===== config.mk =====
export PLATFORM = sky130hd
export DESIGN_NAME = spi_ctrl
export DESIGN_NICKNAME = d
export VERILOG_FILES = /design/src/inc/spi_pkg.sv /design/src/rtl/spi_ctrl.sv
export SDC_FILE = /design/constraint.sdc
export NUM_CORES = 1
export LEC_CHECK = 0
export BUFFER_PORTS_ARGS = -buffer_cell sky130_fd_sc_hd__buf_2
export CELL_PAD_IN_SITES_DETAIL_PLACEMENT = 1
export CELL_PAD_IN_SITES_GLOBAL_PLACEMENT = 1
export CORE_ASPECT_RATIO = 0.6
export CORE_MARGIN = 8
export CORE_UTILIZATION = 23
export CTS_BUF_LIST = sky130_fd_sc_hd__clkbuf_4 sky130_fd_sc_hd__clkbuf_8
export CTS_CLUSTER_DIAMETER = 150
export DETAILED_ROUTE_END_ITERATION = 8
export PLACE_DENSITY_LB_ADDON = 0.1
export SYNTH_ARGS = -nofsm -noshare
export SYNTH_HDL_FRONTEND = slang
export SYNTH_SLANG_ARGS = --single-unit

===== constraint.sdc =====
create_clock -name clk -period 13.75 [get_ports clk]
set_input_delay 1.375 -clock clk [delete_from_list [all_inputs] [get_ports clk]]
set_output_delay 1.375 -clock clk [all_outputs]
set_load 0.01 [all_outputs]

===== src/inc/spi_pkg.sv =====
package spi_pkg;
  // ***********************************************************
  // Sizes
  // ***********************************************************
  localparam int NUM_CS     = 4;   // Chip selects
  localparam int SEL_W      = 2;   // Select index width
  localparam int DIV_W      = 8;   // Divisor field width
  localparam int BITS_W     = 4;   // Word length code width
  localparam int DATA_W     = 16;  // Widest word
  localparam int EDGE_W     = 6;   // Serial clock edge counter
  localparam int FIFO_DEPTH = 32;  // Words in the buffer
  localparam int SYNC_N     = 3;   // Synchronised pins
  // ***********************************************************
  // Field positions
  // ***********************************************************
  localparam int TDR_SEL_LSB = 16;  // Per-word select in transmit word
  localparam int TDR_FINAL   = 24;  // Final transfer flag bit
  localparam int FW_FINAL    = 16;  // Final flag in buffer word
  localparam int FW_SEL_LSB  = 17;  // Select in buffer word
  localparam int FW_W        = 19;  // Buffer word width
  localparam int SYN_SCLK    = 0;   // Sync lane: serial clock in
  localparam int SYN_SEL     = 1;   // Sync lane: select in
  localparam int SYN_DIN     = 2;   // Sync lane: data in
  // ***********************************************************
  // Values and reset values
  // ***********************************************************
  localparam logic [DIV_W-1:0]  DIV_ONE  = 8'h01;  // Fastest divisor
  localparam logic [BITS_W-1:0] CODE_MAX = 4'h8;   // Sixteen bits
  localparam logic [4:0]        BITS_MIN = 5'h08;  // Code zero length
  localparam logic [NUM_CS-1:0] RST_CS_N = 4'hf;   // All deselected
  localparam logic [EDGE_W-1:0] EXTRA_EDGES = 6'h02;  // One extra pulse
  // ***********************************************************
  // Engine states
  // ***********************************************************
  typedef enum {ST_IDLE, ST_XFER, ST_GAP} eng_st_e;
endpackage


===== src/rtl/spi_ctrl.sv =====
`timescale 1ns/100ps
// ***********************************************************
// Transmit buffer
// ***********************************************************
module spi_fifo #(
  parameter int WIDTH = 19,
  parameter int DEPTH = 32
) (
  input  wire logic             clk,        // System clock
  input  wire logic             rstn,       // Async reset, active low
  input  wire logic             flush,      // Empty the buffer
  input  wire logic             in_valid,   // Write request
  output logic                  in_ready,   // Room for a word
  input  wire logic [WIDTH-1:0] in_data,    // Word written
  output logic                  out_valid,  // Word available
  input  wire logic             out_ready,  // Word taken
  output logic      [WIDTH-1:0] out_data    // Oldest word
);
  localparam int AW = $clog2(DEPTH);
  localparam logic [AW:0] FULL = DEPTH[AW:0];
  if (DEPTH < 2 || (DEPTH & (DEPTH - 1)) != 0) begin : g_chk
    $error("FIFO depth must be a power of two");
  end
  logic [WIDTH-1:0] mem [DEPTH];       // Storage
  logic [AW-1:0]    wr_ff, nxt_wr;     // Write pointer
  logic [AW-1:0]    rd_ff, nxt_rd;     // Read pointer
  logic [AW:0]      cnt_ff, nxt_cnt;   // Fill level
  logic             push, pop;         // Accepted moves
  // Pointer and level next values
  always_comb begin
    push    = in_valid & in_ready;
    pop     = out_valid & out_ready;
    nxt_wr  = wr_ff + AW'(push);
    nxt_rd  = rd_ff + AW'(pop);
    nxt_cnt = cnt_ff + (AW+1)'(push) - (AW+1)'(pop);
    if (flush) begin
      nxt_wr  = '0;
      nxt_rd  = '0;
      nxt_cnt = '0;
    end
  end
  // Registers, flags kept as flops
  always_ff @(posedge clk or negedge rstn) begin
    if (!rstn) begin
      wr_ff     <= '0;
      rd_ff     <= '0;
      cnt_ff    <= '0;
      in_ready  <= 1'b1;
      out_valid <= 1'b0;
    end else begin
      wr_ff     <= nxt_wr;
      rd_ff     <= nxt_rd;
      cnt_ff    <= nxt_cnt;
      in_ready  <= nxt_cnt != FULL;
      out_valid <= nxt_cnt != '0;
    end
  end
  // Storage write
  always_ff @(posedge clk) begin
    if (push) begin
      mem[wr_ff] <= in_data;
    end
  end
  assign out_data = mem[rd_ff];
endmodule

// ***********************************************************
// Serial controller
// ***********************************************************
module spi_ctrl #(
  parameter int FIFO_DEPTH = spi_pkg::FIFO_DEPTH
) (
  input  wire logic                                       clk,                // System clock
  input  wire logic                                       rstn,               // Async reset, active low
  input  wire logic                                       soft_reset_cmd,     // Soft reset pulse
  input  wire logic                                       enable_cmd,         // Enable pulse
  input  wire logic                                       disable_cmd,        // Disable pulse
  input  wire logic                                       master_select_bit,  // 1 master, 0 slave
  input  wire logic                                       fixed_select,       // Fixed peripheral mode
  input  wire logic [spi_pkg::SEL_W-1:0]                  fixed_cs,           // Fixed select index
  input  wire logic                                       hold_select_after_last, // Keep select
  input  wire logic [spi_pkg::NUM_CS*spi_pkg::DIV_W-1:0]  clock_divisor,      // Per-select divisor
  input  wire logic [spi_pkg::NUM_CS*spi_pkg::BITS_W-1:0] word_bits,          // Per-select length code
  input  wire logic [spi_pkg::NUM_CS-1:0]                 clock_pol,          // Per-select polarity
  input  wire logic [spi_pkg::NUM_CS-1:0]                 inverted_phase_bit, // Per-select phase
  input  wire logic [31:0]                                transmit_data_reg,  // Word from DMA channel
  input  wire logic                                       tx_valid,           // Word offered
  output logic                                            tx_accept,          // Buffer has room
  output logic                                            serial_clock_pin,   // Serial clock out
  input  wire logic                                       serial_clock_in,    // Serial clock in (slave)
  output logic      [spi_pkg::NUM_CS-1:0]                 select_n,           // Chip selects, low active
  input  wire logic                                       select_in_n,        // Slave select in
  output logic                                            data_out,           // Serial data out
  input  wire logic                                       data_in,            // Serial data in
  output logic                                            pins_oe_n,          // Clock/select drive, low active
  output logic                                            data_oe_n,          // Data drive, low active
  output logic                                            transmit_empty_flag, // Nothing left to send
  output logic                                            tx_ready,           // Word moved to shifter
  output logic      [spi_pkg::DATA_W-1:0]                 rx_data,            // Word received
  output logic                                            rx_valid,           // Received word pulse
  output logic                                            dma_halfword,       // DMA size: halfword
  output logic                                            active              // Controller enabled
);
  // ***********************************************************
  // Buffer and pin synchronisers
  // ***********************************************************
  logic                        fifo_valid, fifo_pop;  // Buffer read side
  logic [spi_pkg::FW_W-1:0]    fifo_dout;             // Oldest word
  logic [spi_pkg::SYNC_N-1:0]  meta_ff, sync_ff, dly_ff; // Sync chain and delay
  logic [spi_pkg::SYNC_N-1:0]  pin_raw;               // Raw pins, one per lane
  assign pin_raw = {data_in, select_in_n, serial_clock_in};
  spi_fifo #(.WIDTH(spi_pkg::FW_W), .DEPTH(FIFO_DEPTH)) u_fifo (
    .clk      (clk),
    .rstn     (rstn),
    .flush    (soft_reset_cmd),
    .in_valid (tx_valid),
    .in_ready (tx_accept),
    .in_data  ({transmit_data_reg[spi_pkg::TDR_SEL_LSB +: spi_pkg::SEL_W],
                transmit_data_reg[spi_pkg::TDR_FINAL], transmit_data_reg[spi_pkg::DATA_W-1:0]}),
    .out_valid(fifo_valid),
    .out_ready(fifo_pop),
    .out_data (fifo_dout)
  );
  // Two flops per pin, third flop for edge finding
  for (genvar i = 0; i < spi_pkg::SYNC_N; i++) begin : g_sync
    always_ff @(posedge clk or negedge rstn) begin
      if (!rstn) begin
        meta_ff[i] <= 1'b1;
        sync_ff[i] <= 1'b1;
        dly_ff[i]  <= 1'b1;
      end else begin
        meta_ff[i] <= pin_raw[i];
        sync_ff[i] <= meta_ff[i];
        dly_ff[i]  <= sync_ff[i];
      end
    end
  end
  // ***********************************************************
  // Engine state
  // ***********************************************************
  spi_pkg::eng_st_e             st_ff, nxt_st;          // Engine state
  logic [spi_pkg::DATA_W-1:0]   sh_ff, nxt_sh;          // Transmit shifter
  logic [spi_pkg::DATA_W-1:0]   rxs_ff, nxt_rxs;        // Receive shifter
  logic [spi_pkg::EDGE_W-1:0]   e_ff, nxt_e;            // Edges done
  logic [spi_pkg::EDGE_W-1:0]   tot_ff, nxt_tot;        // Edges in this word
  logic [spi_pkg::DIV_W-1:0]    dcnt_ff, nxt_dcnt;      // Divider count
  logic [spi_pkg::DIV_W-1:0]    div_ff, nxt_div;        // Active divisor
  logic [spi_pkg::DIV_W-1:0]    ldiv_ff, nxt_ldiv;      // Previous word divisor
  logic [spi_pkg::SEL_W-1:0]    sel_ff, nxt_sel;        // Active select
  logic                         inverted_phase_bit_ff, nxt_inverted_phase_bit;    // Active phase
  logic                         fin_ff, nxt_fin;        // Final flag of word
  logic                         extra_ff, nxt_extra;    // Extra pulse armed
  logic                         gap_ff, nxt_gap;        // Idle with select held
  logic                         weak_ff, nxt_weak;      // Half-done soft reset
  logic                         en_ff, nxt_en;          // Enabled
  logic                         sclk_ff, nxt_sclk;      // Serial clock out
  logic                         mosi_ff, nxt_mosi;      // Data out
  logic [spi_pkg::NUM_CS-1:0]   csn_ff, nxt_csn;        // Selects out
  logic                         txe_ff, nxt_txe;        // Empty flag
  logic                         txr_ff, nxt_txr;        // Shifter loaded pulse
  logic [spi_pkg::DATA_W-1:0]   rxd_ff, nxt_rxd;        // Received word
  logic                         rxv_ff, nxt_rxv;        // Received pulse
  logic                         half_ff, nxt_half;      // DMA size
  logic                         doe_ff, nxt_doe;        // Data drive, low active
  logic [spi_pkg::SEL_W-1:0]    sel_new;                // Select of next word
  logic [spi_pkg::DIV_W-1:0]    div_new;                // Its divisor
  logic [spi_pkg::BITS_W-1:0]   code_new;               // Its length code
  logic                         tick, cap, dup, r14;    // Edge, capture, repeat, slow-fast
  logic                         sclk_edge;              // Slave clock edge seen
  // Configuration of the next word
  always_comb begin
    sel_new = fixed_select ? fixed_cs : fifo_dout[spi_pkg::FW_SEL_LSB +: spi_pkg::SEL_W];
    if (!master_select_bit) begin
      sel_new = '0;
    end
    div_new  = clock_divisor[{sel_new, 3'h0} +: spi_pkg::DIV_W];
    if (div_new == '0) begin
      div_new = spi_pkg::DIV_ONE;
    end
    code_new = word_bits[{sel_new, 2'h0} +: spi_pkg::BITS_W];
    if (code_new > spi_pkg::CODE_MAX) begin
      code_new = spi_pkg::CODE_MAX;
    end
  end
  // Next values of the engine
  always_comb begin
    nxt_st = st_ff;  nxt_sh = sh_ff;  nxt_rxs = rxs_ff;  nxt_e = e_ff;  nxt_tot = tot_ff;
    nxt_dcnt = dcnt_ff;  nxt_div = div_ff;  nxt_ldiv = ldiv_ff;  nxt_sel = sel_ff;
    nxt_inverted_phase_bit = inverted_phase_bit_ff;  nxt_fin = fin_ff;  nxt_extra = extra_ff;  nxt_gap = gap_ff;
    nxt_weak = weak_ff;  nxt_en = en_ff;  nxt_sclk = sclk_ff;  nxt_mosi = mosi_ff;
    nxt_csn = csn_ff;  nxt_rxd = rxd_ff;  nxt_txr = 1'b0;  nxt_rxv = 1'b0;
    fifo_pop = 1'b0;
    sclk_edge = sync_ff[spi_pkg::SYN_SCLK] ^ dly_ff[spi_pkg::SYN_SCLK];
    tick = master_select_bit ? (dcnt_ff == div_ff - spi_pkg::DIV_ONE) : sclk_edge;
    cap  = (e_ff[0] == ~inverted_phase_bit_ff);
    dup  = hold_select_after_last && div_new == spi_pkg::DIV_ONE && gap_ff && sel_new == sel_ff;
    r14  = ldiv_ff != spi_pkg::DIV_ONE && div_new == spi_pkg::DIV_ONE && clock_pol[sel_new]
           && !inverted_phase_bit[sel_new];
    if (enable_cmd) begin
      nxt_en = 1'b1;
    end else if (disable_cmd && master_select_bit) begin
      nxt_en = 1'b0;
    end
    case (st_ff)
      spi_pkg::ST_IDLE: begin
        if (master_select_bit) begin
          nxt_sclk = clock_pol[sel_new];
        end
        if (en_ff && (master_select_bit ? fifo_valid : !sync_ff[spi_pkg::SYN_SEL])) begin
          nxt_st    = spi_pkg::ST_XFER;
          nxt_e     = '0;
          nxt_dcnt  = '0;
          nxt_rxs   = '0;
          nxt_div   = div_new;
          nxt_sel   = sel_new;
          nxt_inverted_phase_bit = inverted_phase_bit[sel_new];
          nxt_fin   = fifo_valid & fifo_dout[spi_pkg::FW_FINAL];
          nxt_extra = master_select_bit && ((div_new == spi_pkg::DIV_ONE && code_new[0])
                      || r14);
          nxt_tot   = {({1'b0, code_new} + spi_pkg::BITS_MIN), 1'b0}
                      + (nxt_extra ? spi_pkg::EXTRA_EDGES : '0);
          nxt_sh    = fifo_valid ? fifo_dout[spi_pkg::DATA_W-1:0] << (spi_pkg::CODE_MAX - code_new) : '0;
          nxt_mosi  = nxt_sh[spi_pkg::DATA_W-1];
          fifo_pop  = fifo_valid && !(master_select_bit && dup);
          nxt_txr   = fifo_pop;
          nxt_gap   = 1'b0;
          if (master_select_bit && !weak_ff) begin
            nxt_csn = ~(spi_pkg::NUM_CS'(1) << sel_new);
          end
        end
      end
      spi_pkg::ST_XFER: begin
        nxt_dcnt = dcnt_ff + spi_pkg::DIV_ONE;
        if (tick) begin
          nxt_dcnt = '0;
          nxt_e    = e_ff + 1'b1;
          nxt_sclk = master_select_bit ? ~sclk_ff : sclk_ff;
          if (master_select_bit && weak_ff) begin
            nxt_csn = ~(spi_pkg::NUM_CS'(1) << sel_ff);
          end
          if (e_ff < tot_ff - (extra_ff ? spi_pkg::EXTRA_EDGES : '0)) begin
            if (cap) begin
              nxt_rxs = {rxs_ff[spi_pkg::DATA_W-2:0], sync_ff[spi_pkg::SYN_DIN]};
            end else if (e_ff != '0) begin
              nxt_sh   = sh_ff << 1;
              nxt_mosi = sh_ff[spi_pkg::DATA_W-2];
            end
          end
          if (nxt_e == tot_ff) begin
            nxt_rxd  = nxt_rxs;
            nxt_rxv  = 1'b1;
            nxt_ldiv = div_ff;
            nxt_st   = master_select_bit ? spi_pkg::ST_GAP : spi_pkg::ST_IDLE;
            if (fixed_select && hold_select_after_last && fin_ff && !fifo_valid) begin
              nxt_csn = spi_pkg::RST_CS_N;
            end
          end
        end
        if (!master_select_bit && sync_ff[spi_pkg::SYN_SEL]) begin
          nxt_st = spi_pkg::ST_IDLE;
        end
      end
      spi_pkg::ST_GAP: begin
        nxt_dcnt = dcnt_ff + spi_pkg::DIV_ONE;
        if (tick) begin
          nxt_st  = spi_pkg::ST_IDLE;
          nxt_gap = hold_select_after_last && !fin_ff && !fifo_valid;
          if (!hold_select_after_last || fin_ff) begin
            nxt_csn = spi_pkg::RST_CS_N;
          end
        end
      end
      default: nxt_st = spi_pkg::ST_IDLE;
    endcase
    if (soft_reset_cmd) begin
      nxt_st = spi_pkg::ST_IDLE;  nxt_en = 1'b0;  nxt_csn = spi_pkg::RST_CS_N;
      nxt_gap = 1'b0;  nxt_ldiv = spi_pkg::DIV_ONE;  nxt_extra = 1'b0;
      nxt_weak = ~weak_ff;
    end
    nxt_txe  = (nxt_st != spi_pkg::ST_XFER) && !(fifo_valid && !fifo_pop);
    nxt_half = (fixed_select ? word_bits[spi_pkg::BITS_W-1:0] : code_new) != '0;
    nxt_doe  = !(master_select_bit || (nxt_st == spi_pkg::ST_XFER));
  end
  // Registers, all on the system clock
  always_ff @(posedge clk or negedge rstn) begin
    if (!rstn) begin
      st_ff <= spi_pkg::ST_IDLE;  sh_ff <= '0;  rxs_ff <= '0;  e_ff <= '0;  tot_ff <= '0;
      dcnt_ff <= '0;  div_ff <= spi_pkg::DIV_ONE;  ldiv_ff <= spi_pkg::DIV_ONE;  sel_ff <= '0;
      inverted_phase_bit_ff <= 1'b0;  fin_ff <= 1'b0;  extra_ff <= 1'b0;  gap_ff <= 1'b0;  weak_ff <= 1'b0;
      en_ff <= 1'b0;  sclk_ff <= 1'b0;  mosi_ff <= 1'b0;  csn_ff <= spi_pkg::RST_CS_N;
      txe_ff <= 1'b1;  txr_ff <= 1'b0;  rxd_ff <= '0;  rxv_ff <= 1'b0;  half_ff <= 1'b0;
      doe_ff <= 1'b1;  pins_oe_n <= 1'b1;
    end else begin
      st_ff <= nxt_st;  sh_ff <= nxt_sh;  rxs_ff <= nxt_rxs;  e_ff <= nxt_e;  tot_ff <= nxt_tot;
      dcnt_ff <= nxt_dcnt;  div_ff <= nxt_div;  ldiv_ff <= nxt_ldiv;  sel_ff <= nxt_sel;
      inverted_phase_bit_ff <= nxt_inverted_phase_bit;  fin_ff <= nxt_fin;  extra_ff <= nxt_extra;  gap_ff <= nxt_gap;
      weak_ff <= nxt_weak;  en_ff <= nxt_en;  sclk_ff <= nxt_sclk;  mosi_ff <= nxt_mosi;
      csn_ff <= nxt_csn;  txe_ff <= nxt_txe;  txr_ff <= nxt_txr;  rxd_ff <= nxt_rxd;
      rxv_ff <= nxt_rxv;  half_ff <= nxt_half;  doe_ff <= nxt_doe;  pins_oe_n <= !master_select_bit;
    end
  end
  assign serial_clock_pin    = sclk_ff;
  assign data_out            = mosi_ff;
  assign select_n            = csn_ff;
  assign data_oe_n           = doe_ff;
  assign transmit_empty_flag = txe_ff;
  assign tx_ready            = txr_ff;
  assign rx_data             = rxd_ff;
  assign rx_valid            = rxv_ff;
  assign dma_halfword        = half_ff;
  assign active              = en_ff;

  logic [spi_pkg::EDGE_W-1:0] tog_ff;  // Clock flips this word
  always_ff @(posedge clk or negedge rstn) begin
    if (!rstn) begin
      tog_ff <= '0;
    end else begin
      tog_ff <= (st_ff == spi_pkg::ST_IDLE) ? '0 : tog_ff + spi_pkg::EDGE_W'(sclk_ff != nxt_sclk);
    end
  end
endmodule


## Yosys cells after proc, flatten, opt, wreduce, memory -nomap -nowiden

Memory sizes are Yosys's and may differ from the RTL's.
Index checks and enable logic that the tools add are counted.

| storage, ports and cells | value |
|---|---|
| register bits | 160 |
| memory bits (writable) | 608 |
| input port bits | 102 |
| logic and storage cells | 233 |
| memories kept | 1 |

Memory list:

| name | depth | width | rd ports | clocked after Yosys merged registers in | wr ports | line | source |
|---|---|---|---|---|---|---|---|
| u_fifo.mem | 32 | 19 | 1 | 0 | 1 | spi_ctrl.sv:24 | `logic [WIDTH-1:0] mem [DEPTH];` |

| cells by class | value |
|---|---|
| $add $sub $neg | 11 |
| $lt $le $gt $ge | 3 |
| equality and inequality tests | 23 |
| shifts and indexed selects | 5 |
| mux-type cells | 83 |
| bitwise gates (word level) | 9 |
| reduce and logical (&&, ||, !) cells | 61 |

Operators with widths:

| kind | number |
|---|---|
| 32-bit 2-to-1 mux | 6 |
| 32-bit one-hot mux with 3 select lines | 1 |
| 16-bit 2-to-1 mux | 5 |
| 15-bit 2-to-1 mux | 5 |
| 32-bit by 2-bit == test with 1-bit output (second input constant) | 2 |
| 8-bit 2-to-1 mux | 7 |
| 4-bit 2-to-1 mux | 11 |
| 32-bit by 1-bit == test with 1-bit output (second input constant) | 1 |
| 32-bit zero test | 1 |
| 32-bit by 2-bit inequality test with 1-bit output (second input constant) | 1 |
| 16-bit one-hot mux with 2 select lines | 1 |
| 32-bit by 6-bit variable part select with 8-bit output | 1 |
| 15-bit one-hot mux with 2 select lines | 1 |
| 1-bit 2-to-1 mux | 28 |
| 8-bit one-hot mux with 3 select lines | 1 |
| 1-bit logical AND | 22 |
| 6-bit 2-to-1 mux | 3 |
| 16-bit by 5-bit variable part select with 4-bit output | 1 |
| 16-bit by 4-bit << shifter with 16-bit output | 1 |
| 3-bit inequality test (second input constant) | 5 |
| 2-bit inequality test (second input constant) | 7 |
| 4-bit one-hot mux with 3 select lines | 1 |
| 6-bit one-hot mux with 2 select lines | 1 |
| 3-bit AND reduction | 4 |
| 39 further kinds | 78 |

## Depth between registers and ports, before layout

Gate-level depths: netlist (run 1).
An unclocked memory read counts as a cell.

| logic depth | value |
|---|---|
| depth in word-level cells | 19 |
| gate-level depth with buffers | 26 |

## Hierarchy

A second synthesis (run 1) with hierarchy kept.

| second synthesis, totals | value |
|---|---|
| cells, all modules | 2,000 |
| area, all modules | 32,152.1 um^2 |

Modules (own cells, without submodules):

| module | times used | cells an instance | area each (um^2) | sequential area each (um^2) |
|---|---|---|---|---|
| spi_fifo | 1 | 1,256 | 24,400.9 | 18,709.2 |
| spi_ctrl | 1 | 744 | 7,751.2 | 3,548.4 |

## Worst setup path after synthesis (run 1)

No wires, ideal clock.

| timing | value |
|---|---|
| kind | input-to-reg |
| start | in fixed_select |
| end | reg u_fifo.out_valid |
| setup time | 138 ps |
| arrival time | 5,061 ps |
| data required time | 13,612 ps |
| setup slack | 8,552 ps |
| cell stages on the path | 18 |
| path buffers | 2 |
| cells stage by stage | buf_1 > nor2_1 > a21boi_1 > buf_2 > o21ai_0 > nor4_1 > and4_1 > a41oi_1 > and2_1 > ha_1 > inv_1 > ha_1 > fa_1 > xnor2_1 > nor2_1 > or4_1 > nor2_1 > o21ai_0 |

| between the ends | value |
|---|---|
| longest elaborated chain between the ends | 18 |
| elaborated cells between the ends (all ways) | 19 |
| classes of those cells | add/sub: 1; eq/ne: 2; shift: 1; mux: 6; bitwise: 1; reduce/logical: 8 |

RTL lines:

| item | line | source |
|---|---|---|
| from (decl) | spi_ctrl.sv:79 | `input wire logic fixed_select,` |
| 2-bit 2-to-1 mux (*) | spi_ctrl.sv:172 | `sel_new = fixed_select ? fixed_cs : fifo_dout[spi_pkg::FW_SEL_LSB +: spi_pkg::SEL_W];` |
| 2-bit 2-to-1 mux (*) | spi_ctrl.sv:173 | `if (!master_select_bit) begin` |
| 32-bit by 6-bit variable part select with 8-bit output | spi_ctrl.sv:176 | `div_new = clock_divisor[{sel_new, 3'h0} +: spi_pkg::DIV_W];` |
| 8-bit zero test | spi_ctrl.sv:177 | `if (div_new == '0) begin` |
| 8-bit 2-to-1 mux | spi_ctrl.sv:177 |  |
| 8-bit by 1-bit == test with 1-bit output | spi_ctrl.sv:196 | `dup = hold_select_after_last && div_new == spi_pkg::DIV_ONE && gap_ff && sel_new == sel_ff;` |
| 1-bit logical AND (2 in a row) | spi_ctrl.sv:196 |  |
| 1-bit logical AND (*) | spi_ctrl.sv:196 |  |
| [2 not listed] | -- |  |
| 1-bit logical AND (*) | spi_ctrl.sv:224 | `fifo_pop = fifo_valid && !(master_select_bit && dup);` |
| 1-bit 2-to-1 mux (*) | spi_ctrl.sv:209 | `if (en_ff && (master_select_bit ? fifo_valid : !sync_ff[spi_pkg::SYN_SEL])) begin` |
| 1-bit 2-to-1 mux (*) | spi_ctrl.sv:204 | `case (st_ff)` |
| 1-bit AND (*) | spi_ctrl.sv:32 | `pop = out_valid & out_ready;` |
| 6-bit by 1-bit subtractor with 6-bit output (*) | spi_ctrl.sv:35 | `nxt_cnt = cnt_ff + (AW+1)'(push) - (AW+1)'(pop);` |
| 6-bit 2-to-1 mux (*) | spi_ctrl.sv:36 | `if (flush) begin` |
| net u_fifo.nxt_cnt[2] | spi_ctrl.sv:27 | `logic [AW:0] cnt_ff, nxt_cnt;` |
| 6-bit nonzero test (*) | spi_ctrl.sv:55 | `out_valid <= nxt_cnt != '0;` |
| to (signal assigned) | spi_ctrl.sv:49 | `out_valid <= 1'b0;` |
| to (signal assigned) | spi_ctrl.sv:55 |  |
| to (decl) | spi_ctrl.sv:15 | `output logic out_valid,` |

The timed path passes the listed nets; every way through them passes the cells marked *.
A chain may end at the register's enable or synchronous reset.

## Worst setup path after layout (run 1)

| timing | value |
|---|---|
| start | reg u_fifo.rd_ff[1] |
| end | reg u_fifo.out_valid |

| between the ends | value |
|---|---|
| longest elaborated chain between the ends | 19 |
| elaborated cells between the ends (all ways) | 20 |
| classes of those cells | add/sub: 1; eq/ne: 2; shift: 1; mux: 6; bitwise: 1; reduce/logical: 8; memory: 1 |

RTL lines:

| item | line | source |
|---|---|---|
| from (decl) | spi_ctrl.sv:26 | `logic [AW-1:0] rd_ff, nxt_rd;` |
| from (signal assigned) | spi_ctrl.sv:52 | `rd_ff <= nxt_rd;` |
| memory 32 x 19 bit (*) | -- |  |
| 2-bit 2-to-1 mux (*) | spi_ctrl.sv:172 |  |
| 2-bit 2-to-1 mux (*) | spi_ctrl.sv:173 |  |
| 32-bit by 6-bit variable part select with 8-bit output | spi_ctrl.sv:176 |  |
| 8-bit zero test | spi_ctrl.sv:177 |  |
| 8-bit 2-to-1 mux | spi_ctrl.sv:177 |  |
| 8-bit by 1-bit == test with 1-bit output | spi_ctrl.sv:196 |  |
| 1-bit logical AND (2 in a row) | spi_ctrl.sv:196 |  |
| [3 not listed] | -- |  |
| 1-bit logical AND (*) | spi_ctrl.sv:224 |  |
| 1-bit 2-to-1 mux (*) | spi_ctrl.sv:209 |  |
| 1-bit 2-to-1 mux (*) | spi_ctrl.sv:204 |  |
| 1-bit AND (*) | spi_ctrl.sv:32 |  |
| 6-bit by 1-bit subtractor with 6-bit output (*) | spi_ctrl.sv:35 |  |
| 6-bit 2-to-1 mux (*) | spi_ctrl.sv:36 |  |
| net u_fifo.nxt_cnt[2] | spi_ctrl.sv:27 |  |
| 6-bit nonzero test (*) | spi_ctrl.sv:55 |  |

Marks and branches as above.

==> reports/summary.txt, run 1 <==
Worst R2R Path Depth - 20
Arrival @ worst endpoint - 7940 ps
Hold Crit Endpoint - sync_ff[1]
number of buffers created by CTS - 120
Root Driver - clkbuf_8
I/O Buffers - 118
Mapped Cells - 1814
worst slack at placement - 6323 ps
crit start category - flip-flop
Synthesis Warnings - 0
std cell rows - 105
total power - 0.004959 W
IO Pins - 132
Final ANT Viol Nets - 0
worst-skew pair later-pin latency - 850 ps
fin nets - 2166
fin crit share - 52.88%
CTS tree - yes
via/cell ratio - 4.463
Initial Utilization - 23.18%
Cell variety after synth - 82
RSZ-0062 raised after global routing - no
Leak - 12.44 nW
Max Buffers Root-to-Sink - 3
vias - 17.67k
R2R setup slack - 6480 ps
post-route DRC violation count - 0
Fillers - 14.33k
postcts setup bufs - 0
critical path class - reg2reg
run status - finished clean
Yosys reg bits - 767
Synth async-reset ratio - 20.73%
final setup fails - 0
first-pass GRT wire length - 144.1 mm
design area - 0.03726 mm^2
register area share after synthesis - 70.20%
Max-cap violations - 0
wire per inst - 25.87 um
First-pass DRT Iterations - 6
final worst slack - 6479 ps
Num Clock Sinks - 767
power density cells - 133.1 mW/mm^2
clk_skew - 72.68 ps
vias in the first global route - 18.87k
core area - 0.1368 mm^2
placed cell area - 0.03481 mm^2
worst r2r src - u_fifo.rd_ff[1]
largest net degree at the start of global routing - 94
htree depth - 3
Worst Hold Launch - meta_ff[1]
Setup TNS - 0 ps
RR Endpoint - u_fifo.out_valid
Post-synth EDFFs - 608
Synth-to-Final Area Change - 17.52%
worst-path maximum fanout - 49
die area - 0.1504 mm^2
GRT Total Usage - 13.43%
die width - 495.3 um
layout cell share with drive strength beyond 1 - 29.54%
Post-DP HPWL - 64.51 mm
CTS resizes - 0
most frequent cells in the layout - edfxtp_1, mux4_2, dfrtp_1
most common cell after layout, fill and taps aside - edfxtp_1
routability cong. - 0.7551
total gr overflow - 0
synthesized area - 0.03170 mm^2
FMAX - 137.5 MHz
ys flop type - edfxtp_1
peak supply drop - 0.05862 mV
height of the die - 303.6 um
Hold Violations, Final - 0
Crit. End Element - flip-flop
hold crit path type - reg2reg
Max-slew headroom - 11.79%
Least-Margin Pin Slew - 1320 ps
initial antenna violation count - 5
WL final - 102.4 mm
Critical Path RT - 14420 ps
Reg clk slew, reported paths - 70 ps
hold path depth - 0
hold-fix buffers at CTS - 0
drt first-iter violations - 1124
average size of a mapped cell - 17.48 um^2
Max Slew Vio Count - 0
Final min period - 7271 ps
## power breakdown
group	internal [W]	total [W]	switching (W)	leakage [nW]
logic	0.000125	0.000388	0.000263	3.60
clock network	0.00106	0.00201	0.000951	1.31
registers	0.00255	0.00256	0.0000144	7.53
total	0.00373	0.00496	0.00123	12.4
## registers in the layout, indices dropped and copies added (netlist names), 6 cells and up
register       cells
div_ff             8
sh_ff             15
rx_data           16
e_ff               6
u_fifo.mem       608
rxs_ff            16
u_fifo.cnt_ff      6
dcnt_ff            8
ldiv_ff            8
st_ff             32
## worst max-delay path by stage
stage	start	to	slack, ps
after floorplan	fixed_select	u_fifo.out_valid	8550
after global placement	u_fifo.rd_ff[1]	u_fifo.out_valid	6420
after detailed placement	u_fifo.rd_ff[1]	u_fifo.out_valid	6320
after CTS	u_fifo.rd_ff[1]	u_fifo.out_valid	6310
after global routing	u_fifo.rd_ff[1]	u_fifo.out_valid	6030
final	u_fifo.rd_ff[1]	u_fifo.out_valid	6480
## worst max-delay path: stages (launching register included)
cell and delay [ps]:
dfrtp_4 960, nor2b_1 770, a22oi_1 160, a211oi_1 540
nor4_2 180, mux2i_1 670, nor2_1 300, a222oi_1 550
and4_1 370, a41oi_1 130, buf_4 200, and2_1 230
ha_1 300, inv_1 40, ha_1 230, fa_1 440
xnor2_1 170, nor2_1 70, or4_1 540, nor2_1 150
o21ai_0 100
## cell usage after synthesis (22+ instances only)
library cell / instances / area [um^2]
xor2_1: 24 / 210.2
clkbuf_1: 55 / 206.5
ha_1: 23 / 287.8
nand3_1: 27 / 135.1
o21ai_0: 35 / 175.2
edfxtp_1: 608 / 18260
a22o_1: 22 / 192.7
a22oi_1: 24 / 180.2
nor2_1: 130 / 488.0
mux4_2: 170 / 3829
nand2_1: 88 / 330.3
inv_1: 25 / 93.84
mux2i_1: 86 / 860.8
dfrtp_1: 142 / 3553
a21oi_1: 62 / 310.3
## cells by family after synthesis
kind of cell | after synthesis | share of synthesized area [%]
xor+xnor | 46 | 1.354
simple gates | 352 | 5.284
fa+ha+maj | 24 | 0.9709
buf+inv | 117 | 1.697
compound gates | 232 | 5.000
mux | 275 | 15.48
flops | 767 | 70.20
other cells | 1 | 0.01183
## area by class of cell
type | instances | area, um^2 | share of cell area, %
antenna | 5 | 12.51 | 0.03358
clock buffer | 181 | 2203 | 5.914
clock inverter | 37 | 236.5 | 0.6347
inverter | 28 | 105.1 | 0.2821
multi-input combinational | 959 | 9188 | 24.66
sequential | 767 | 22270 | 59.77
tap | 1819 | 2276 | 6.109
timing repair buffer | 164 | 967.2 | 2.596
## stage by stage
step / utilization [%] / std cells / hold slack (ps)
5_1_grt: 27.24 / 3957 / 361.4
2_1_floorplan: - / 1843 / 345.2
3_3_place_gp: 25.45 / 3737 / 348.0
3_5_place_dp: 25.45 / 3737 / 349.0
6_report: 27.24 / 3960 / 356.0
4_1_cts: 27.23 / 3955 / 359.0
## layer usage
layer  part of all wire [%]  up-vias  global-route usage (%)  routed length, um
met3                    3.8      154                   2.519               3850
met5                      0        -                       0                  0
met1                     54     9562                   21.48              55230
met2                     40      308                   18.31              41380
li1                       -     7649                       -                  -
met4                    1.9        0                   3.200               1988
Power figures use the tool's default switching activity.
==> inputs of run 2 (changes only) <==
Settings changed: ABC_AREA set to 1.
Clock period 13.75 ns to 7 ns, I/O delays scaled along.
==> run 2 against run 1 <==
Compared with the run above:
- clock power grew 100%
- flip-flop and latch count is the same
- cell area grew 2.4%
- largest cell class unchanged
- critical endpoint unchanged
==> reports/summary.txt, run 2 <==
most frequent cell after synthesis - edfxtp_1 (unchanged)
critical path class - reg2reg (unchanged)
most common cell after layout, fill and taps aside - edfxtp_1 (unchanged)
hold-fix buffers at CTS - 3 (was 0)
layout cell share with drive strength beyond 1 - 15.13% (was 29.54%)
Post-synth top cells - edfxtp_1, nand2_1, nor2_1 (was edfxtp_1, mux4_2, dfrtp_1)
Crit. End Element - flip-flop (unchanged)
Max-slew headroom - 19.24% (was 11.79%)
Synth async-reset ratio - 20.73% (unchanged)
Post-DP HPWL - 73.27 mm (was 64.51 mm)
Num Clock Sinks - 767 (unchanged)
met3 GRT Util - 2.526% (was 2.519%)
routability cong. - 0.7741 (was 0.7551)
CTS resizes - 0 (unchanged)
design area - 0.03815 mm^2 (was 0.03726 mm^2)
RSZ-0062 raised after global routing - no (unchanged)
Final ANT Viol Nets - 0 (unchanged)
run status - finished clean (unchanged)
htree depth - 4 (was 3)
I/O Buffers - 118 (unchanged)
fin crit share - 83.41% (was 52.88%)
GRT Total Usage - 14.67% (was 13.43%)
die width - 502.5 um (was 495.3 um)
average size of a mapped cell - 11.24 um^2 (was 17.48 um^2)
top flop regs - u_fifo.mem (608), st_ff (32) (unchanged)
First-pass DRT Iterations - 5 (was 6)
placed cell area - 0.03561 mm^2 (was 0.03481 mm^2)
Root Driver - clkbuf_8 (unchanged)
core area - 0.1414 mm^2 (was 0.1368 mm^2)
initial antenna violation count - 6 (was 5)
met1 usage - 22.97% (was 21.48%)
worst r2r src - u_fifo.rd_ff[2] (was u_fifo.rd_ff[1])
Synthesis Warnings - 0 (unchanged)
Final min period - 5838 ps (was 7271 ps)
Fillers - 15.84k (was 14.33k)
Worst R2R Path Depth - 27 (was 20)
crit start category - flip-flop (unchanged)
Critical Path RT - 7680 ps (was 14420 ps)
FMAX - 171.3 MHz (was 137.5 MHz)
power density cells - 263.8 mW/mm^2 (was 133.1 mW/mm^2)
top cells by area, synth - edfxtp_1, dfrtp_1, nand2_1 (was edfxtp_1, mux4_2, dfrtp_1)
Setup TNS - 0 ps (unchanged)
Leak - 14.04 nW (was 12.44 nW)
IO Pins - 132 (unchanged)
Least-Margin Pin Slew - 1209 ps (was 1320 ps)
Synth top area share - 55.90% (was 57.59%)
most frequent cells in the layout - edfxtp_1, nand2_1, o21ai_0 (was edfxtp_1, mux4_2, dfrtp_1)
first-pass GRT wire length - 168.8 mm (was 144.1 mm)
CTS tree - yes (unchanged)
worst-skew pair later-pin latency - 820 ps (was 850 ps)
vias in the first global route - 24.57k (was 18.87k)
hold_ws - 39.51 ps (was 356.0 ps)
peak supply drop - 0.1533 mV (was 0.05862 mV)
clk_skew - 38.00 ps (was 72.68 ps)
Max-cap violations - 0 (unchanged)
Post-synth EDFFs - 608 (unchanged)
cell taking the most area after synthesis - edfxtp_1 (unchanged)
hold crit path type - in2async (was reg2reg)
Max Buffers Root-to-Sink - 3 (unchanged)
Cell variety after synth - 67 (was 82)
Max Slew Vio Count - 0 (unchanged)
total gr overflow - 0 (unchanged)
met2 usage - 20.61% (was 18.31%)
most flop-heavy register - u_fifo.mem (unchanged)
GR peak layer - met1 (unchanged)
Initial Utilization - 23.10% (was 23.18%)
R2R setup slack - 1160 ps (was 6480 ps)
die area - 0.1547 mm^2 (was 0.1504 mm^2)
Mapped Cells - 2906 (was 1814)
drt first-iter violations - 1718 (was 1124)
worst-path maximum fanout - 24 (was 49)
Synth-to-Final Area Change - 16.79% (was 17.52%)
postcts setup bufs - 0 (unchanged)
number of buffers created by CTS - 130 (was 120)
wire per inst - 22.74 um (was 25.87 um)
vias - 23.30k (was 17.67k)
register area share after synthesis - 68.15% (was 70.20%)
fin nets - 3218 (was 2166)
Reg clk slew, reported paths - 60 ps (was 70 ps)
std cell rows - 107 (was 105)
synthesized area - 0.03266 mm^2 (was 0.03170 mm^2)
post-route DRC violation count - 0 (unchanged)
largest net degree at the start of global routing - 111 (was 94)
height of the die - 307.9 um (was 303.6 um)
Yosys reg bits - 767 (unchanged)
Arrival @ worst endpoint - 6520 ps (was 7940 ps)
Hold Violations, Final - 0 (unchanged)
via/cell ratio - 4.572 (was 4.463)
max reg flops - 608 (unchanged)
RR Endpoint - u_fifo.out_valid (unchanged)
WL final - 115.9 mm (was 102.4 mm)
final setup fails - 0 (unchanged)
ys flop type - edfxtp_1 (unchanged)
-- run 2: cell count changes in the layout (fill, tap and decap cells not counted), sizes merged, moves of 13 or more --
cell and change:
nand2 +425, o21ai +278, nor2 +206, nand3 +184, mux4 -170, inv +144
o22ai +126, mux2i -85, a22o -21, buf +20, a21oi +19, mux2 -19
xnor2 -15, nor2b -13
-- run 2: layout make-up --
type | instances | area (um^2) | share of cell area, %
repair buffers | 187 | 1172 | 3.073
diodes | 2 | 5.005 | 0.01312
clock inverters | 45 | 281.5 | 0.7380
inverters | 175 | 673.1 | 1.765
clock buffers | 181 | 2222 | 5.825
well taps | 1907 | 2386 | 6.255
multi-input cells | 1831 | 9135 | 23.95
flip-flops and latches | 767 | 22270 | 58.38
-- run 2: through the flow --
step / cells / util (%) / power, W / setup WS [ps]
floorplan: 2935 / - / 0.005712 / 3019
detailed placement: 4864 / 25.19 / 0.006104 / 1012
CTS: 5093 / 26.98 / 0.01026 / 1029
finish: 5095 / 26.98 / 0.01006 / 1162
global placement: 4864 / 25.19 / 0.006085 / 1095
global route: 5094 / 26.98 / 0.01052 / 440.5
-- run 2: cells by family (layout without fill, tap and decap cells) --
kind of cell / count (synthesis) / in the layout / synth area share (%)
AO/OA/AOI/OAI: 626 / 626 / 11.00
flip-flops: 767 / 767 / 68.15
XOR/XNOR: 22 / 22 / 0.5899
AND/OR/NAND/NOR: 1128 / 1128 / 14.80
multiplexers: 1 / 1 / 0.03065
adder cells (fa/ha/maj): 24 / 24 / 0.9424
other: 1 / 32 / 0.01148
buffers and inverters: 337 / 588 / 4.474
-- run 2: layer usage --
| layer | part of all wire [%] | wire length [um] |
|---|---|---|
| met5 | 0.010 | 12 |
| met4 | 1.8 | 2080 |
| met3 | 4.1 | 4760 |
| met2 | 40 | 46660 |
| met1 | 54 | 62340 |
-- run 2: worst max-delay path: stages (launching register included) --
cell and delay [ps]:
dfrtp_4 660, clkinv_2 470, nand3_1 220, nand2_1 110, nand2_1 90, nand3_1 160
nand3_2 230, nand2_4 130, nand2_4 150, nor2_2 150, nand2_1 90, nand2_1 60
nor3_2 420, inv_1 80, nor2_1 110, nand2_1 60, nor2_1 190, nand2_1 80
nand2_1 160, inv_1 180, ha_1 310, inv_1 40, ha_1 230, fa_1 460
o21ai_0 190, a21oi_1 80, nor4_1 410, o21ai_0 170
-- run 2: power breakdown --
part | leakage, nW | internal (W) | switching [W] | total, W
logic | 5.36 | 0.000253 | 0.000656 | 0.000909
clock network | 1.31 | 0.00215 | 0.00191 | 0.00406
registers | 7.37 | 0.00504 | 0.0000513 | 0.00509
-- run 2: how the worst max path moves through the flow --
stage	from	to	slack, ps	cells past startpoint
5_1_grt	u_fifo.rd_ff[0]	u_fifo.out_valid	440	28
6_report	u_fifo.rd_ff[2]	u_fifo.out_valid	1160	27
3_5_place_dp	u_fifo.rd_ff[2]	u_fifo.out_valid	1010	27
2_1_floorplan	u_fifo.rd_ff[0]	u_fifo.out_valid	3020	32
3_3_place_gp	u_fifo.rd_ff[1]	u_fifo.out_valid	1090	28
4_1_cts	u_fifo.rd_ff[2]	u_fifo.out_valid	1030	27
==> inputs of run 3 (changes only) <==
Clock period 7 ns to 5.7 ns, I/O delays scaled along.
==> run 3 against run 2 <==
Compared with the run above:
- worst hold slack better by 46 ps
- wire length barely moved
- clock power rose by 22%
- final cell count up 0.65%
- largest cell class unchanged
==> reports/summary.txt, run 3 (same netlist as run 2, synthesis figures left out) <==
run status - finished clean (unchanged)
Max-slew headroom - 19.64% (was 19.24%)
initial antenna violation count - 6 (unchanged)
Arrival @ worst endpoint - 6030 ps (was 6520 ps)
Num Clock Sinks - 767 (unchanged)
Root Driver - clkbuf_8 (unchanged)
sw frac - 26.42% (was 26.02%)
CTS tree - yes (unchanged)
Max Buffers Root-to-Sink - 3 (unchanged)
worst-path maximum fanout - 38 (was 24)
R2R setup slack - 360 ps (was 1160 ps)
hold crit path type - in2reg (was in2async)
clock share of power - 40.1% (was 40.4%)
Switch Pwr - 0.003265 W (was 0.002619 W)
drt first-iter violations - 1407 (was 1718)
top flop regs - u_fifo.mem (608), st_ff (32) (unchanged)
layout cell share with drive strength beyond 1 - 15.84% (was 15.13%)
Critical Path RT - 6390 ps (was 7680 ps)
Logic pwr share - 9.3% (was 9.0%)
Initial Utilization - 23.10% (unchanged)
Final ANT Viol Nets - 0 (unchanged)
Leak - 14.21 nW (was 14.04 nW)
WL final - 115.9 mm (about the same)
worst slack at placement - 186.8 ps (was 1012 ps)
IO Pins - 132 (unchanged)
core area - 0.1414 mm^2 (unchanged)
die area - 0.1547 mm^2 (unchanged)
first-pass GRT wire length - 169.7 mm (was 168.8 mm)
fin nets - 3246 (was 3218)
First-pass DRT Iterations - 7 (was 5)
vias - 23.34k (was 23.30k)
Reg clk slew, reported paths - 60 ps (about the same)
Max Slew Vio Count - 0 (unchanged)
Final min period - 5337 ps (was 5838 ps)
GRT Total Usage - 14.74% (was 14.67%)
most common cell after layout, fill and taps aside - edfxtp_1 (unchanged)
Seq pwr share - 50.6% (about the same)
crit start category - flip-flop (unchanged)
cell-internal power - 0.009092 W (was 0.007445 W)
critical path class - reg2reg (unchanged)
routability cong. - 0.7675 (was 0.7741)
wire per inst - 22.59 um (was 22.74 um)
most flop-heavy register - u_fifo.mem (unchanged)
power density cells - 321.7 mW/mm^2 (was 263.8 mW/mm^2)
Crit. End Element - flip-flop (unchanged)
number of buffers created by CTS - 131 (was 130)
most frequent cells in the layout - edfxtp_1, nand2_1, o21ai_0 (unchanged)
area of the multi-input gates - 0.009161 mm^2 (was 0.009135 mm^2)
std cell rows - 107 (unchanged)
utilization after layout - 27.17% (was 26.98%)
Final Non-Filler Cells - 5128 (was 5095)
worst-skew pair later-pin latency - 840 ps (was 820 ps)
die width - 502.5 um (unchanged)
final worst slack - 362.6 ps (was 1162 ps)
vias in the first global route - 24.80k (was 24.57k)
total gr overflow - 0 (unchanged)
clk_skew - 31.29 ps (was 38.00 ps)
htree depth - 4 (unchanged)
register area - 0.02227 mm^2 (unchanged)
height of the die - 307.9 um (unchanged)
total power - 0.01236 W (was 0.01006 W)
Setup TNS - 0 ps (unchanged)
final setup fails - 0 (unchanged)
dpl cells - 4885 (was 4864)
Least-Margin Pin Slew - 1200 ps (was 1209 ps)
Synth-to-Final Area Change - 17.60% (was 16.79%)
max reg flops - 608 (unchanged)
FMAX - 187.4 MHz (was 171.3 MHz)
fin crit share - 93.64% (was 83.41%)
peak supply drop - 0.1850 mV (was 0.1533 mV)
I/O Buffers - 118 (unchanged)
Post-DP HPWL - 72.99 mm (was 73.27 mm)
Hold Violations, Final - 0 (unchanged)
Fillers - 15.88k (was 15.84k)
Max-cap violations - 0 (unchanged)
largest net degree at the start of global routing - 161 (was 111)
via/cell ratio - 4.551 (was 4.572)
post-route DRC violation count - 0 (unchanged)
## run 3: changes by cell type in the layout (fill, tap and decap cells not counted), moves of 3 or more
| cell | change |
|---|---|
| buf_4 | +22 |
| clkinv_2 | +3 |
| clkinvlp_4 | -3 |
| dlygate4sd3_1 | +5 |
| inv_6 | +3 |
## run 3: power by group through the flow
| stage | registers (W) | logic [W] | clock network [W] |
|---|---|---|---|
| 2_1_floorplan | 0.00635 | 0.000666 | 0 |
| 3_3_place_gp | 0.00636 | 0.00114 | 0 |
| 3_5_place_dp | 0.00637 | 0.00115 | 0 |
| 4_1_cts | 0.00625 | 0.00116 | 0.00517 |
| 5_1_grt | 0.00626 | 0.00130 | 0.00539 |
| 6_report | 0.00625 | 0.00115 | 0.00496 |
## run 3: path summary, 6_finish.rpt
check	depth (start not counted)	startpoint	to
min reg2reg	0	meta_ff[0]	sync_ff[0]
max	27	u_fifo.rd_ff[0]	u_fifo.out_valid
max reg2reg	27	u_fifo.rd_ff[0]	u_fifo.out_valid
max in group asynchronous	3	rstn	st_ff[17]
min in group asynchronous	2	rstn	rx_data[9]
min	4	disable_cmd	active
## run 3: cell type report
type                            count  area share [%]
Sequential cell                   767           57.98
Antenna cell                        2         0.01303
Timing Repair Buffer              214           3.645
Clock inverter                     51          0.7265
Multi-Input combinational cell   1831           23.85
Inverter                          175           1.782
Clock buffer                      181           5.786
Tap cell                         1907           6.212
## run 3: metrics by stage
step	hold WS, ps	area, um^2
finish	85.65	38410
global route	87.70	38410
CTS	10.17	38330
detailed placement	347.6	35750
global placement	346.3	35750
floorplan	274.4	32770
## run 3: per-layer routing
metal  share of wire (%)  global-route usage [%]  vias to the layer above
met5               0.024                       0                        -
met3                 5.2                   3.261                      163
li1                    -                       -                    10740
met4                 2.1                   4.306                        4
met1                  52                   22.32                    11970
met2                  41                   20.85                      458
## run 3: critical path, cell delays in order (launching register included)
cell and delay (ps):
dfrtp_4 580, buf_16 230, nand2_1 90, nand3_1 90
nand3_1 130, nand2_1 100, nand2_1 90, nand3_1 160
nand3_4 220, nand2_4 130, nand2_4 90, buf_4 170
nor2_2 90, a22o_1 210, nor3_1 400, nand3_1 130
nor2_1 170, nand2_1 100, nand2_1 160, inv_1 90
ha_1 280, inv_1 40, ha_1 220, fa_1 440
a31oi_1 210, a21oi_1 140, nor4_2 280, o21ai_0 140
## run 3: repair_timing
action	4_1_cts	5_1_grt
hold endpoints to repair	61	0
resized for setup	0	7
buffers inserted	0	0
hold buffers	8	0
setup endpoints to repair	0	2
